`src/counter_pkg.sv`:
```
// Shared constants and types for the dual up/down Gray-code counter
package counter_pkg;

  // ----------------------------------------------------------------
  // Widths and counts
  // ----------------------------------------------------------------
  localparam int unsigned CHANNELS    = 2;
  localparam int unsigned COUNT_WIDTH = 24;
  localparam int unsigned GRAY_WIDTH  = 3;
  localparam int unsigned ADDR_WIDTH  = 4;
  localparam int unsigned DATA_WIDTH  = 32;

  // ----------------------------------------------------------------
  // Register offsets (word addresses on the plain port)
  // ----------------------------------------------------------------
  localparam logic [ADDR_WIDTH-1:0] CFG0_ADDR    = 4'h0;
  localparam logic [ADDR_WIDTH-1:0] CFG1_ADDR    = 4'h1;
  localparam logic [ADDR_WIDTH-1:0] COUNT0_ADDR  = 4'h2;
  localparam logic [ADDR_WIDTH-1:0] COUNT1_ADDR  = 4'h3;
  localparam logic [ADDR_WIDTH-1:0] STATUS_ADDR  = 4'h4;
  localparam logic [ADDR_WIDTH-1:0] MASK_ADDR    = 4'h5;
  localparam logic [ADDR_WIDTH-1:0] ERRCODE_ADDR = 4'h6;

  // ----------------------------------------------------------------
  // Configuration field positions and reset value
  // ----------------------------------------------------------------
  localparam int unsigned CFG_LEVEL_BIT  = 0;
  localparam int unsigned CFG_MODE_LSB   = 1;
  localparam int unsigned CFG_ENABLE_BIT = 3;
  localparam logic [3:0]  CFG_RESET      = 4'h0;

  // Status bits per channel: fault bit at 2*ch, zero-track event at 2*ch+1
  localparam int unsigned STAT_WIDTH = 4;

  // Error codes
  localparam logic [7:0] ERR_NONE     = 8'h00;
  localparam logic [7:0] ERR_OVERFLOW = 8'h01;
  localparam logic [7:0] ERR_GRAY     = 8'h02;

  // ----------------------------------------------------------------
  // Modes of operation
  // ----------------------------------------------------------------
  typedef enum logic [1:0] {
    MODE_COUNT_DIR   = 2'h0,
    MODE_COUNT_FIXED = 2'h1,
    MODE_DECODER     = 2'h2,
    MODE_RESERVED    = 2'h3
  } mode_e;

  typedef struct packed {
    logic  enable;
    mode_e mode;
    logic  level_24v;
  } chan_cfg_s;

  typedef struct packed {
    logic a;
    logic b;
    logic z;
  } field_in_s;

endpackage : counter_pkg

```
`src/dual_updown_gray_counter.sv`:
```
// Dual 24-bit up/down counter with Gray decoder mode and fault status
//
// Summary of operation
// - Two channels, fully independent state.
// - Per-channel 5 V / 24 V level select.
// - Count on A, direction B, Z clears.
// - Decoder mode reads inputs as Gray code.
// - Function one counts by direction input.
// - Function two ignores direction, counts up.
// - Count is 24 bits, max 16777215.
// - Fault sets readable per-channel status bit.
// - Any counter fault drives fault indicator.
// - Error code identifies each fault.
`timescale 1ns/1ps
module dual_updown_gray_counter
  import counter_pkg::*;
(
  input  wire logic                  sys_clk_in,
  input  wire logic                  reset_n_in,
  input  wire logic                  clk_en_in,
  input  wire logic [ADDR_WIDTH-1:0] addr_in,
  input  wire logic [DATA_WIDTH-1:0] wdata_in,
  input  wire logic                  wr_in,
  input  wire logic                  rd_in,
  output logic      [DATA_WIDTH-1:0] rdata_out,
  input  wire field_in_s             field0_in,
  input  wire field_in_s             field1_in,
  output logic      [CHANNELS-1:0]   input_level_select_out,
  output logic                       fault_out,
  output logic                       irq_out
);

  // ----------------------------------------------------------------
  // State
  // ----------------------------------------------------------------
  typedef struct packed {
    field_in_s [CHANNELS-1:0]                  sync1;
    field_in_s [CHANNELS-1:0]                  sync2;
    field_in_s [CHANNELS-1:0]                  prev;
    chan_cfg_s [CHANNELS-1:0]                  cfg;
    logic      [CHANNELS-1:0][COUNT_WIDTH-1:0] count;
    logic      [CHANNELS-1:0][7:0]             err;
    logic      [STAT_WIDTH-1:0]                status;
    logic      [STAT_WIDTH-1:0]                mask;
    logic      [DATA_WIDTH-1:0]                rdata;
  } state_s;

  state_s state_q;
  state_s state_d;

  localparam logic [COUNT_WIDTH-1:0] COUNT_MAX = {COUNT_WIDTH{1'b1}};

  // ----------------------------------------------------------------
  // Elaboration check
  // ----------------------------------------------------------------
  // Read mux and fault bits are laid out for two 24-bit channels on a 32-bit port
  if (CHANNELS != 2 || COUNT_WIDTH != 24 || DATA_WIDTH != 32 || STAT_WIDTH != 2 * CHANNELS)
  begin : geometry_check
    $error("Unsupported counter geometry");
  end

  function automatic logic [GRAY_WIDTH-1:0] gray_to_bin(input logic [GRAY_WIDTH-1:0] g);
    logic [GRAY_WIDTH-1:0] b;
    b[GRAY_WIDTH-1] = g[GRAY_WIDTH-1];
    for (int i = GRAY_WIDTH-2; i >= 0; i--)
    begin
      b[i] = b[i+1] ^ g[i];
    end
    return b;
  endfunction : gray_to_bin

  // ----------------------------------------------------------------
  // Next state
  // ----------------------------------------------------------------
  always_comb
  begin
    field_in_s             raw [CHANNELS];
    field_in_s             cur;
    logic                  rise_a;
    logic                  rise_z;
    logic                  up;
    logic [GRAY_WIDTH-1:0] gword;
    logic [STAT_WIDTH-1:0] set_bits;
    logic [STAT_WIDTH-1:0] clr_bits;
    raw[0]   = field0_in;
    raw[1]   = field1_in;
    cur      = '0;
    rise_a   = 1'b0;
    rise_z   = 1'b0;
    up       = 1'b0;
    gword    = '0;
    set_bits = '0;
    clr_bits = '0;
    state_d  = state_q;

    for (int ch = 0; ch < CHANNELS; ch++)
    begin
      // Two-stage synchroniser; only sync2 feeds logic
      state_d.sync1[ch] = raw[ch];
      state_d.sync2[ch] = state_q.sync1[ch];
      cur               = state_q.sync2[ch];
      state_d.prev[ch]  = cur;
      rise_a = cur.a & ~state_q.prev[ch].a;
      rise_z = cur.z & ~state_q.prev[ch].z;
      if (state_q.cfg[ch].enable)
      begin
        case (state_q.cfg[ch].mode)
          MODE_COUNT_DIR, MODE_COUNT_FIXED:
          begin
            // Function one follows B, function two always counts up
            up = (state_q.cfg[ch].mode == MODE_COUNT_FIXED) ? 1'b1 : cur.b;
            if (cur.z)
            begin
              state_d.count[ch] = '0;
            end
            else if (rise_a)
            begin
              // Wrap is flagged as a fault rather than silently lost
              if (up && state_q.count[ch] == COUNT_MAX)
              begin
                state_d.count[ch] = '0;
                set_bits[2*ch]    = 1'b1;
                state_d.err[ch]   = ERR_OVERFLOW;
              end
              else if (!up && state_q.count[ch] == '0)
              begin
                state_d.count[ch] = COUNT_MAX;
                set_bits[2*ch]    = 1'b1;
                state_d.err[ch]   = ERR_OVERFLOW;
              end
              else
              begin
                state_d.count[ch] = up ? state_q.count[ch] + 24'h000001
                                       : state_q.count[ch] - 24'h000001;
              end
            end
            if (rise_z)
            begin
              set_bits[2*ch+1] = 1'b1;
            end
          end
          MODE_DECODER:
          begin
            // Field drives absolute position on A,B,Z with A as MSB
            gword = {cur.a, cur.b, cur.z};
            state_d.count[ch] = {{(COUNT_WIDTH-GRAY_WIDTH){1'b0}}, gray_to_bin(gword)};
          end
          default:
          begin
            set_bits[2*ch]  = 1'b1;
            state_d.err[ch] = ERR_GRAY;
          end
        endcase
      end
    end

    // Register writes
    if (wr_in)
    begin
      case (addr_in)
        CFG0_ADDR:    state_d.cfg[0] = chan_cfg_s'(wdata_in[3:0]);
        CFG1_ADDR:    state_d.cfg[1] = chan_cfg_s'(wdata_in[3:0]);
        STATUS_ADDR:  clr_bits       = wdata_in[STAT_WIDTH-1:0];
        MASK_ADDR:    state_d.mask   = wdata_in[STAT_WIDTH-1:0];
        ERRCODE_ADDR:
        begin
          // A code raised in this cycle outlives a clear in the same cycle
          if (wdata_in[0] && !set_bits[0])
          begin
            state_d.err[0] = ERR_NONE;
          end
          if (wdata_in[1] && !set_bits[2])
          begin
            state_d.err[1] = ERR_NONE;
          end
        end
        default:
        begin
        end
      endcase
    end
    // Set wins over a simultaneous clear
    state_d.status = (state_q.status & ~clr_bits) | set_bits;

    // Register reads, data valid the cycle after the strobe
    state_d.rdata = '0;
    if (rd_in)
    begin
      case (addr_in)
        CFG0_ADDR:    state_d.rdata = {28'h0000000, state_q.cfg[0]};
        CFG1_ADDR:    state_d.rdata = {28'h0000000, state_q.cfg[1]};
        COUNT0_ADDR:  state_d.rdata = {8'h00, state_q.count[0]};
        COUNT1_ADDR:  state_d.rdata = {8'h00, state_q.count[1]};
        STATUS_ADDR:  state_d.rdata = {28'h0000000, state_q.status};
        MASK_ADDR:    state_d.rdata = {28'h0000000, state_q.mask};
        ERRCODE_ADDR: state_d.rdata = {16'h0000, state_q.err[1], state_q.err[0]};
        default:      state_d.rdata = '0;
      endcase
    end
  end

  // ----------------------------------------------------------------
  // Registers
  // ----------------------------------------------------------------
  always_ff @(posedge sys_clk_in or negedge reset_n_in)
  begin
    if (!reset_n_in)
    begin
      state_q <= '0;
    end
    else if (clk_en_in)
    begin
      state_q <= state_d;
    end
  end

  // ----------------------------------------------------------------
  // Outputs
  // ----------------------------------------------------------------
  assign rdata_out = state_q.rdata;
  always_comb
  begin
    for (int ch = 0; ch < CHANNELS; ch++)
    begin
      input_level_select_out[ch] = state_q.cfg[ch].level_24v;
    end
  end
  assign fault_out = state_q.status[0] | state_q.status[2];
  assign irq_out   = |(state_q.status & state_q.mask);

  // ----------------------------------------------------------------
  // Checks
  // ----------------------------------------------------------------
  level_follows_cfg_a: assert property (@(posedge sys_clk_in) disable iff (!reset_n_in)
    clk_en_in && wr_in && addr_in == CFG0_ADDR
      |=> input_level_select_out[0] == $past(wdata_in[CFG_LEVEL_BIT]))
    else $error("Level select differs from configuration");

  zero_clears_count_a: assert property (@(posedge sys_clk_in) disable iff (!reset_n_in)
    clk_en_in && state_q.cfg[0].enable && state_q.cfg[0].mode == MODE_COUNT_DIR
      && state_q.sync2[0].z |=> state_q.count[0] == '0)
    else $error("Zero track did not clear count");

  fixed_counts_up_a: assert property (@(posedge sys_clk_in) disable iff (!reset_n_in)
    clk_en_in && state_q.cfg[0].enable && state_q.cfg[0].mode == MODE_COUNT_FIXED
      && !state_q.sync2[0].z && state_q.sync2[0].a && !state_q.prev[0].a
      && state_q.count[0] != COUNT_MAX
      |=> state_q.count[0] == $past(state_q.count[0]) + 24'h000001)
    else $error("Function two did not count up");

  dir_counts_down_a: assert property (@(posedge sys_clk_in) disable iff (!reset_n_in)
    clk_en_in && state_q.cfg[0].enable && state_q.cfg[0].mode == MODE_COUNT_DIR
      && !state_q.sync2[0].z && !state_q.sync2[0].b && state_q.sync2[0].a
      && !state_q.prev[0].a && state_q.count[0] != '0
      |=> state_q.count[0] == $past(state_q.count[0]) - 24'h000001)
    else $error("Function one did not count down");

  gray_decode_a: assert property (@(posedge sys_clk_in) disable iff (!reset_n_in)
    clk_en_in && state_q.cfg[1].enable && state_q.cfg[1].mode == MODE_DECODER
      && state_q.sync2[1] == 3'b010 |=> state_q.count[1] == 24'h000003)
    else $error("Gray code decoded wrongly");

  sync_delay_a: assert property (@(posedge sys_clk_in) disable iff (!reset_n_in)
    clk_en_in ##1 clk_en_in |=> state_q.sync2[0] == $past(field0_in, 2))
    else $error("Input synchroniser delay wrong");

  fault_sticky_a: assert property (@(posedge sys_clk_in) disable iff (!reset_n_in)
    state_q.status[0] && !(wr_in && addr_in == STATUS_ADDR) |=> state_q.status[0])
    else $error("Fault bit lost without clear");

  fault_output_a: assert property (@(posedge sys_clk_in) disable iff (!reset_n_in)
    clk_en_in && state_q.cfg[1].enable && state_q.cfg[1].mode == MODE_RESERVED
      |=> fault_out)
    else $error("Fault indicator not raised");

  overflow_code_a: assert property (@(posedge sys_clk_in) disable iff (!reset_n_in)
    $rose(state_q.status[0]) && state_q.cfg[0].mode != MODE_RESERVED
      |-> state_q.err[0] == ERR_OVERFLOW)
    else $error("Error code missing on fault");

  dir_counts_up_a: assert property (@(posedge sys_clk_in) disable iff (!reset_n_in)
    clk_en_in && state_q.cfg[0].enable && state_q.cfg[0].mode == MODE_COUNT_DIR
      && !state_q.sync2[0].z && state_q.sync2[0].b && state_q.sync2[0].a
      && !state_q.prev[0].a && state_q.count[0] != COUNT_MAX
      |=> state_q.count[0] == $past(state_q.count[0]) + 24'h000001)
    else $error("Function one did not count up");

  reserved_code_a: assert property (@(posedge sys_clk_in) disable iff (!reset_n_in)
    clk_en_in && state_q.cfg[1].enable && state_q.cfg[1].mode == MODE_RESERVED
      |=> state_q.err[1] == ERR_GRAY)
    else $error("Reserved mode gave no error code");

  irq_on_mask_a: assert property (@(posedge sys_clk_in) disable iff (!reset_n_in)
    clk_en_in && wr_in && addr_in == MASK_ADDR && wdata_in[0] && state_q.status[0]
      |=> irq_out)
    else $error("Unmasked fault raised no interrupt");

  enable_freeze_a: assert property (@(posedge sys_clk_in) disable iff (!reset_n_in)
    !clk_en_in |=> state_q.count[0] == $past(state_q.count[0]))
    else $error("Count moved while clock enable low");

endmodule : dual_updown_gray_counter

```
`config.mk`:
```
export PLATFORM = sky130hd
export DESIGN_NAME = dual_updown_gray_counter
export DESIGN_NICKNAME = d
export VERILOG_FILES = /design/src/counter_pkg.sv /design/src/dual_updown_gray_counter.sv
export SDC_FILE = /design/constraint.sdc
export NUM_CORES = 1
export LEC_CHECK = 0
export BUFFER_PORTS_ARGS = -buffer_cell sky130_fd_sc_hd__buf_2
export CORE_ASPECT_RATIO = 1.1
export CORE_MARGIN = 3
export CORE_UTILIZATION = 50
export CTS_BUF_LIST = sky130_fd_sc_hd__clkbuf_16
export CTS_CLUSTER_SIZE = 14
export DETAILED_ROUTE_END_ITERATION = 7
export PLACE_DENSITY_LB_ADDON = 0.1
export SLEW_MARGIN = 20
export SYNTH_ARGS = -nofsm -noshare
export SYNTH_HDL_FRONTEND = slang
export SYNTH_SLANG_ARGS = --single-unit
export TNS_END_PERCENT = 5
```
`constraint.sdc`:
```
create_clock -name sys_clk_in -period 3.52 [get_ports sys_clk_in]
set_input_delay 0.176 -clock sys_clk_in [delete_from_list [all_inputs] [get_ports sys_clk_in]]
set_output_delay 0.176 -clock sys_clk_in [all_outputs]
set_load 0.02 [all_outputs]
```
; After elaboration in Yosys (flattened, before gate mapping)
; Index checks and enable logic that the tools add are counted.
[classes]
add_sub_neg = 4
n_eq_ne = 14
n_mux = 50
n_bitwise = 17
n_reduce_logical = 25
[op_table]
columns = op, n
row1 = $mux W24, 11
row2 = $pmux W24 S7, 1
row3 = $mux W8, 12
row4 = $pmux W24 S2, 2
row5 = $add A24 B1 Y24 const B, 2
row6 = $eq A24 B24 Y1 const B, 2
row7 = $logic_not A24 Y1, 2
row8 = $sub A24 B1 Y24 const B, 2
row9 = $mux W16, 2
row10 = $pmux W8 S2, 2
row11 = $mux W1, 14
row12 = $eq A4 B3 Y1 const B, 3
row13 = $reduce_and A3 Y1, 3
row14 = $and A4 B4 Y4, 2
row15 = $eq A4 B2 Y1 const B, 2
row16 = $mux W4, 2
row17 = $reduce_and A4 Y1, 2
row18 = $logic_and A1 B1 Y1, 6
row19 = $ne A3 B3 Y1 const B, 2
row20 = $and A1 B1 Y1, 4
row21 = $eq A2 B1 Y1 const B, 2
row22 = $eq A2 B2 Y1 const B, 2
row23 = $eq A4 B1 Y1 const B, 1
row24 = $logic_not A1 Y1, 4
row25 = 12 further kinds, 23
[totals]
regBits = 128
inputBits = 47
output_inout_bits = 36
elab_cells = 139

; Depth between registers and ports, before layout
[logic_depth]
ltp_word = 15
depth_mapped = 17
depth_no_buf = 11

; Worst setup path before layout
; No wires, ideal clock.
[synth_timing]
kind = register to register
start = reg state_q[106] (netlist bit)
end = reg state_q[72] (netlist bit)
setup_ns = 0.121
t_arrival_ns = 3.314
path_slack_ns = 0.085
path_stages_with_launch = 18
period_less_slack_ns = 3.435
cell_sequence = dfrtp_1 buf_4 nor2b_1 buf_4 or2_1 buf_2 clkbuf_1 buf_2 xnor2_1 ha_1 clkbuf_1 nor3_1 nor3_1 o2bb2ai_1 a211oi_4 mux2i_1 a21oi_1 o22a_1
[synth_via]
elab_chain_len = 9
elab_cells_between_ends = 17
cone_classes = eq/ne: 3 / mux: 7 / reduce/logical: 7
[synth_rtl]
columns = item, line_no
row1 = start: declaration, dual_updown_gray_counter.sv:48  ; state_s state_q;
row2 = start signal: assignment, dual_updown_gray_counter.sv:213  ; state_q <= state_d;
row3 = $eq A2 B1 Y1, "dual_updown_gray_counter.sv:107, dual_updown_gray_counter.sv:111"
row4 = $mux W1, dual_updown_gray_counter.sv:111  ; up = (state_q.cfg[ch].mode == MODE_COUNT_FIXED) ? 1'b1 : cur.b;
row5 = $logic_not A1 Y1, dual_updown_gray_counter.sv:125  ; else if (!up && state_q.count[ch] == '0)
row6 = $logic_and A1 B1 Y1, dual_updown_gray_counter.sv:125
row7 = $mux W24, dual_updown_gray_counter.sv:125
row8 = $mux W24, dual_updown_gray_counter.sv:119  ; if (up && state_q.count[ch] == COUNT_MAX)
row9 = $mux W24, dual_updown_gray_counter.sv:116  ; else if (rise_a)
row10 = $mux W24, dual_updown_gray_counter.sv:112  ; if (cur.z)
row11 = $pmux W24 S2, dual_updown_gray_counter.sv:107  ; case (state_q.cfg[ch].mode)
; Parallel ways exist; a longest one is shown, timed or not. The select of a mux whose other input is x is not followed.
; A chain may end at the register's enable or synchronous reset.

; Worst setup path after layout
[layout_timing]
start = reg state_q[63] (netlist bit)
end = reg state_q[45] (netlist bit)
[layout_via]
elab_chain_len = 13
elab_cells_between_ends = 21
cone_classes = eq/ne: 1 / mux: 15 / reduce/logical: 5
[layout_rtl]
columns = item, line_no
row1 = $logic_not A24 Y1, dual_updown_gray_counter.sv:125
row2 = $logic_and A1 B1 Y1, dual_updown_gray_counter.sv:125
row3 = $mux W1, dual_updown_gray_counter.sv:125
row4 = $mux W1, dual_updown_gray_counter.sv:119
row5 = $mux W1, dual_updown_gray_counter.sv:116
row6 = $mux W1, dual_updown_gray_counter.sv:112
row7 = $pmux W1 S2, dual_updown_gray_counter.sv:107
row8 = $mux W2, dual_updown_gray_counter.sv:105  ; if (state_q.cfg[ch].enable)
row9 = $logic_not A1 Y1, dual_updown_gray_counter.sv:168  ; if (wdata_in[0] && !set_bits[0])
row10 = $logic_and A1 B1 Y1, dual_updown_gray_counter.sv:168
row11 = $mux W8, dual_updown_gray_counter.sv:168
row12 = $mux W16, dual_updown_gray_counter.sv:160  ; case (addr_in)
row13 = $mux W16 (*), dual_updown_gray_counter.sv:158  ; if (wr_in)
; Mark *: on every way between the ends. The rest lies on a longest branch, timed or not.

==> summary.txt <==
Clocking
  – Hold Buf Count CTS: 7
  – Post-CTS Setup Bufs: 0
  – Clk slew on worst S/H paths: 0.06 ns
  – Post-CTS sizing: 0
  – CTS Buf Count: 17
  – Clk root buf: clkbuf_16
  – Clock Path Buffers: 2
  – CTS H-tree depth: 4
  – Clk sink count: 120
  – CTS tree: done
  – Clock latency on the worst-skew pair: 0.42 ns

Synth
  – Post-synth cell types: 84
  – Dominant cells by area after synthesis: dfrtp_1 (37%), mux2_2 (4.6%), o21ai_0 (3.7%)
  – Post-synth EDFFs: 0
  – Synth top cells by count: dfrtp_1 (120), nand2_1 (77), nor2_1 (71), clkbuf_1 (59), o21ai_0 (59)
  – Top cell type by total area after synthesis: dfrtp_1
  – Netlist Area Pre-Place: between 0.008 and 0.009 mm2
  – Cells after Synth: 935
  – Seq/Total Area, Yosys: 37.18%
  – Yosys reg bits: 120
  – Yosys warns: 0
  – Top-area cell type share of the netlist area: 37.18%
  – Cell with the most instances after synthesis: dfrtp_1
  – Post-synth top flop: dfrtp_1
  – Mean Syn Cell Area: 8.638 um2
  – Ys async rst share: 100.0%

STA
  – Post-Route Setup TNS: 0 ns
  – Final slew viol count: 0
  – Slew HR: 36.71%
  – Final Hold Vio Count: 0
  – Period utilisation layout: 86.49%
  – Maximum clock frequency: 328.5 MHz
  – Final Critical Period: between 3 and 4 ns
  – Final setup fails: 0
  – RSZ-0062 raised after global routing: no
  – Final worst clock skew: approximately 0.0088 ns
  – Actual slew at the worst max-slew pin: ~0.95 ns

Die
  – Rows: 48
  – Starting Density: 51.33%
  – Die area: 0.01772 mm2
  – Ports: 83
  – Die W: 127.2 um
  – Core ar.: 0.01574 mm2
  – Die Ht: 139.3 um

Critical path
  – CP max FO: 12
  – CP Data Required Time: 3.80 ns
  – Critical path launch point type: flip-flop
  – Crit path capture type: flip-flop
  – Critical Path AT: 3.33 ns
  – Critical-path cell list: nor3_1 > nand3_1 > or3_1 > nor2_2 > o2111ai_1 > a21oi_1 > nor2b_1
  – CP peak stage delay: 0.53 ns
  – Slowest cell on crit path: or3_1
  – Critical path class: reg2reg

GRT
  – Initial antenna violation count: 0
  – Pin count of the biggest net entering global routing: 74
  – Met1 usage: between 30% and 40%
  – Vias in the first global route: about 7000
  – M3 GR Usage: 4.223%
  – Busiest grt layer: met2
  – All-Layer GR Usage: a little over a quarter
  – Remaining global-route overflow: 0
  – Met2 Use GR: between 40% and 50%
  – First-pass GRT wire length: roughly 38 mm

Cells and area
  – Fillers: 1437
  – Layout cells sized above 1: 18.53%
  – Area of the multi-input gates: 0.004461 mm2
  – Final nets: 986
  – Area grow syn2layout: 10.75%
  – Sequential cell area: around 0.0030 mm2
  – Diode count: 0
  – Final Instance Area: between 0.008 and 0.009 mm2

Drt
  – DR iter-0 viols: 664
  – Drt pass-1 iters: 8
  – WL per Instance: 20.14 um
  – Drt drc: 0
  – Vias per cell: 6.463
  – Antenna-violating nets left: 0
  – Final WL: between 20 and 25 mm
  – DR vias: between 7000 and 8000

Placed design
  – Area post-placement: 0.008293 mm2
  – Routability-driven placement congestion ratio: 0.9191
  – Post-DP HPWL: 16.81 mm
  – Buffers on Ports: 46

Flow run
  – Max cap viols: 0

Hold path
  – Hold/Removal Path Class: in2reg

Pwr
  – Power Total: ~5.7 mW
  – Leakage: 3.666 nW
  – Power Density: between 600 and 700 mW/mm2
  – Worst vdd ir: 382.3 uV

Status
  – Status: finished, final reports clean
==> sequential cells by signal, indices dropped and copies added, names as in the netlist <==
signal / cells
input_level_select_out: 2
state_q: 82
state_d: 12
rdata_out: 24
==> cells by family (layout without fill, tap and decap cells) <==
group                    Yosys count  after routing  synth area share, %
AO/OA/AOI/OAI                    273            273                24.43
XOR/XNOR                           7              7               0.7591
adder cells (fa/ha/maj)            2              2               0.3098
buffers and inverters            129            137                8.071
flip-flops                       120            120                37.18
multiplexers                      49             49                6.584
other                              1              8              0.04643
AND/OR/NAND/NOR                  354            354                22.62
==> critical path: cells and delay by family (launching register included) <==
family | cells | cell delay (ns)
flops | 1 | 0.49
compound gates | 2 | 0.64
simple gates | 5 | 1.78
==> routing by layer <==
metal | wire length, um | share of wire (%) | vias up
met5 | 0 | 0 | -
met4 | 644 | 2.8 | 0
met3 | 1210 | 5.2 | 46
met2 | 11120 | 48 | 271
met1 | 10190 | 44 | 3631
li1 | - | - | 3484
==> worst paths after layout <==
kind | depth (start not counted) | end | from | slack [ns]
setup / recovery | 7 | state_q[45] | state_q[63] | 0.48
hold / removal | 2 | state_q[35] | wdata_in[3] | 0.03
setup reg to reg | 7 | state_q[45] | state_q[63] | 0.48
hold reg to reg | 1 | state_q[37] | state_q[112] | 0.47
max in group asynchronous | 3 | state_q[46] | reset_n_in | 2.32
min in group asynchronous | 2 | state_q[73] | reset_n_in | 0.44
==> power by group <==
part	leakage (nW)	switching, mW	internal (mW)
Combinational	1.85	1.09	0.755
Sequential	1.55	0.566	1.63
Clock	0.265	0.670	1.04
==> layout make-up <==
cell class | instances | area share, %
clock buffer | 17 | 4.756
clock inverter | 15 | 1.748
inverter | 15 | 0.6295
multi-input combinational | 693 | 49.87
sequential | 120 | 33.57
tap | 200 | 2.798
timing repair buffer | 90 | 6.630
==> per-stage QoR <==
step	setup WS, ns	utilization [%]	hold WS [ns]	cells
after global placement	0.5943	52.70	0.3628	1111
after floorplan	0.08472	-	-0.1196	942
after global routing	0.2274	56.85	0.05014	1150
after detailed placement	0.5234	52.70	0.3775	1111
final	0.4754	56.85	0.03390	1150
after CTS	0.5082	56.85	0.02163	1150
==> cell usage in the layout, fill, tap and decap left out, types with 8 or more instances in the layout <==
| cell type | n |
|---|---|
| a31oi_1 | 8 |
| a21oi_1 | 49 |
| dfrtp_1 | 120 |
| conb_1 | 8 |
| inv_1 | 16 |
| a22oi_1 | 15 |
| or3_1 | 19 |
| and3_1 | 9 |
| buf_2 | 45 |
| clkbuf_16 | 17 |
| mux2i_1 | 16 |
| nor4_1 | 23 |
| buf_4 | 37 |
| mux2_2 | 33 |
| or4_1 | 8 |
| or2_2 | 8 |
| a211oi_1 | 8 |
| nor3_1 | 26 |
| nor2_1 | 71 |
| nand2b_1 | 8 |
| nand3_1 | 36 |
| nor2b_1 | 19 |
| o2bb2ai_1 | 25 |
| a22o_1 | 21 |
| o21ai_0 | 59 |
| nand2_1 | 77 |
| nand4_1 | 19 |
Power figures use the tool's default switching activity.
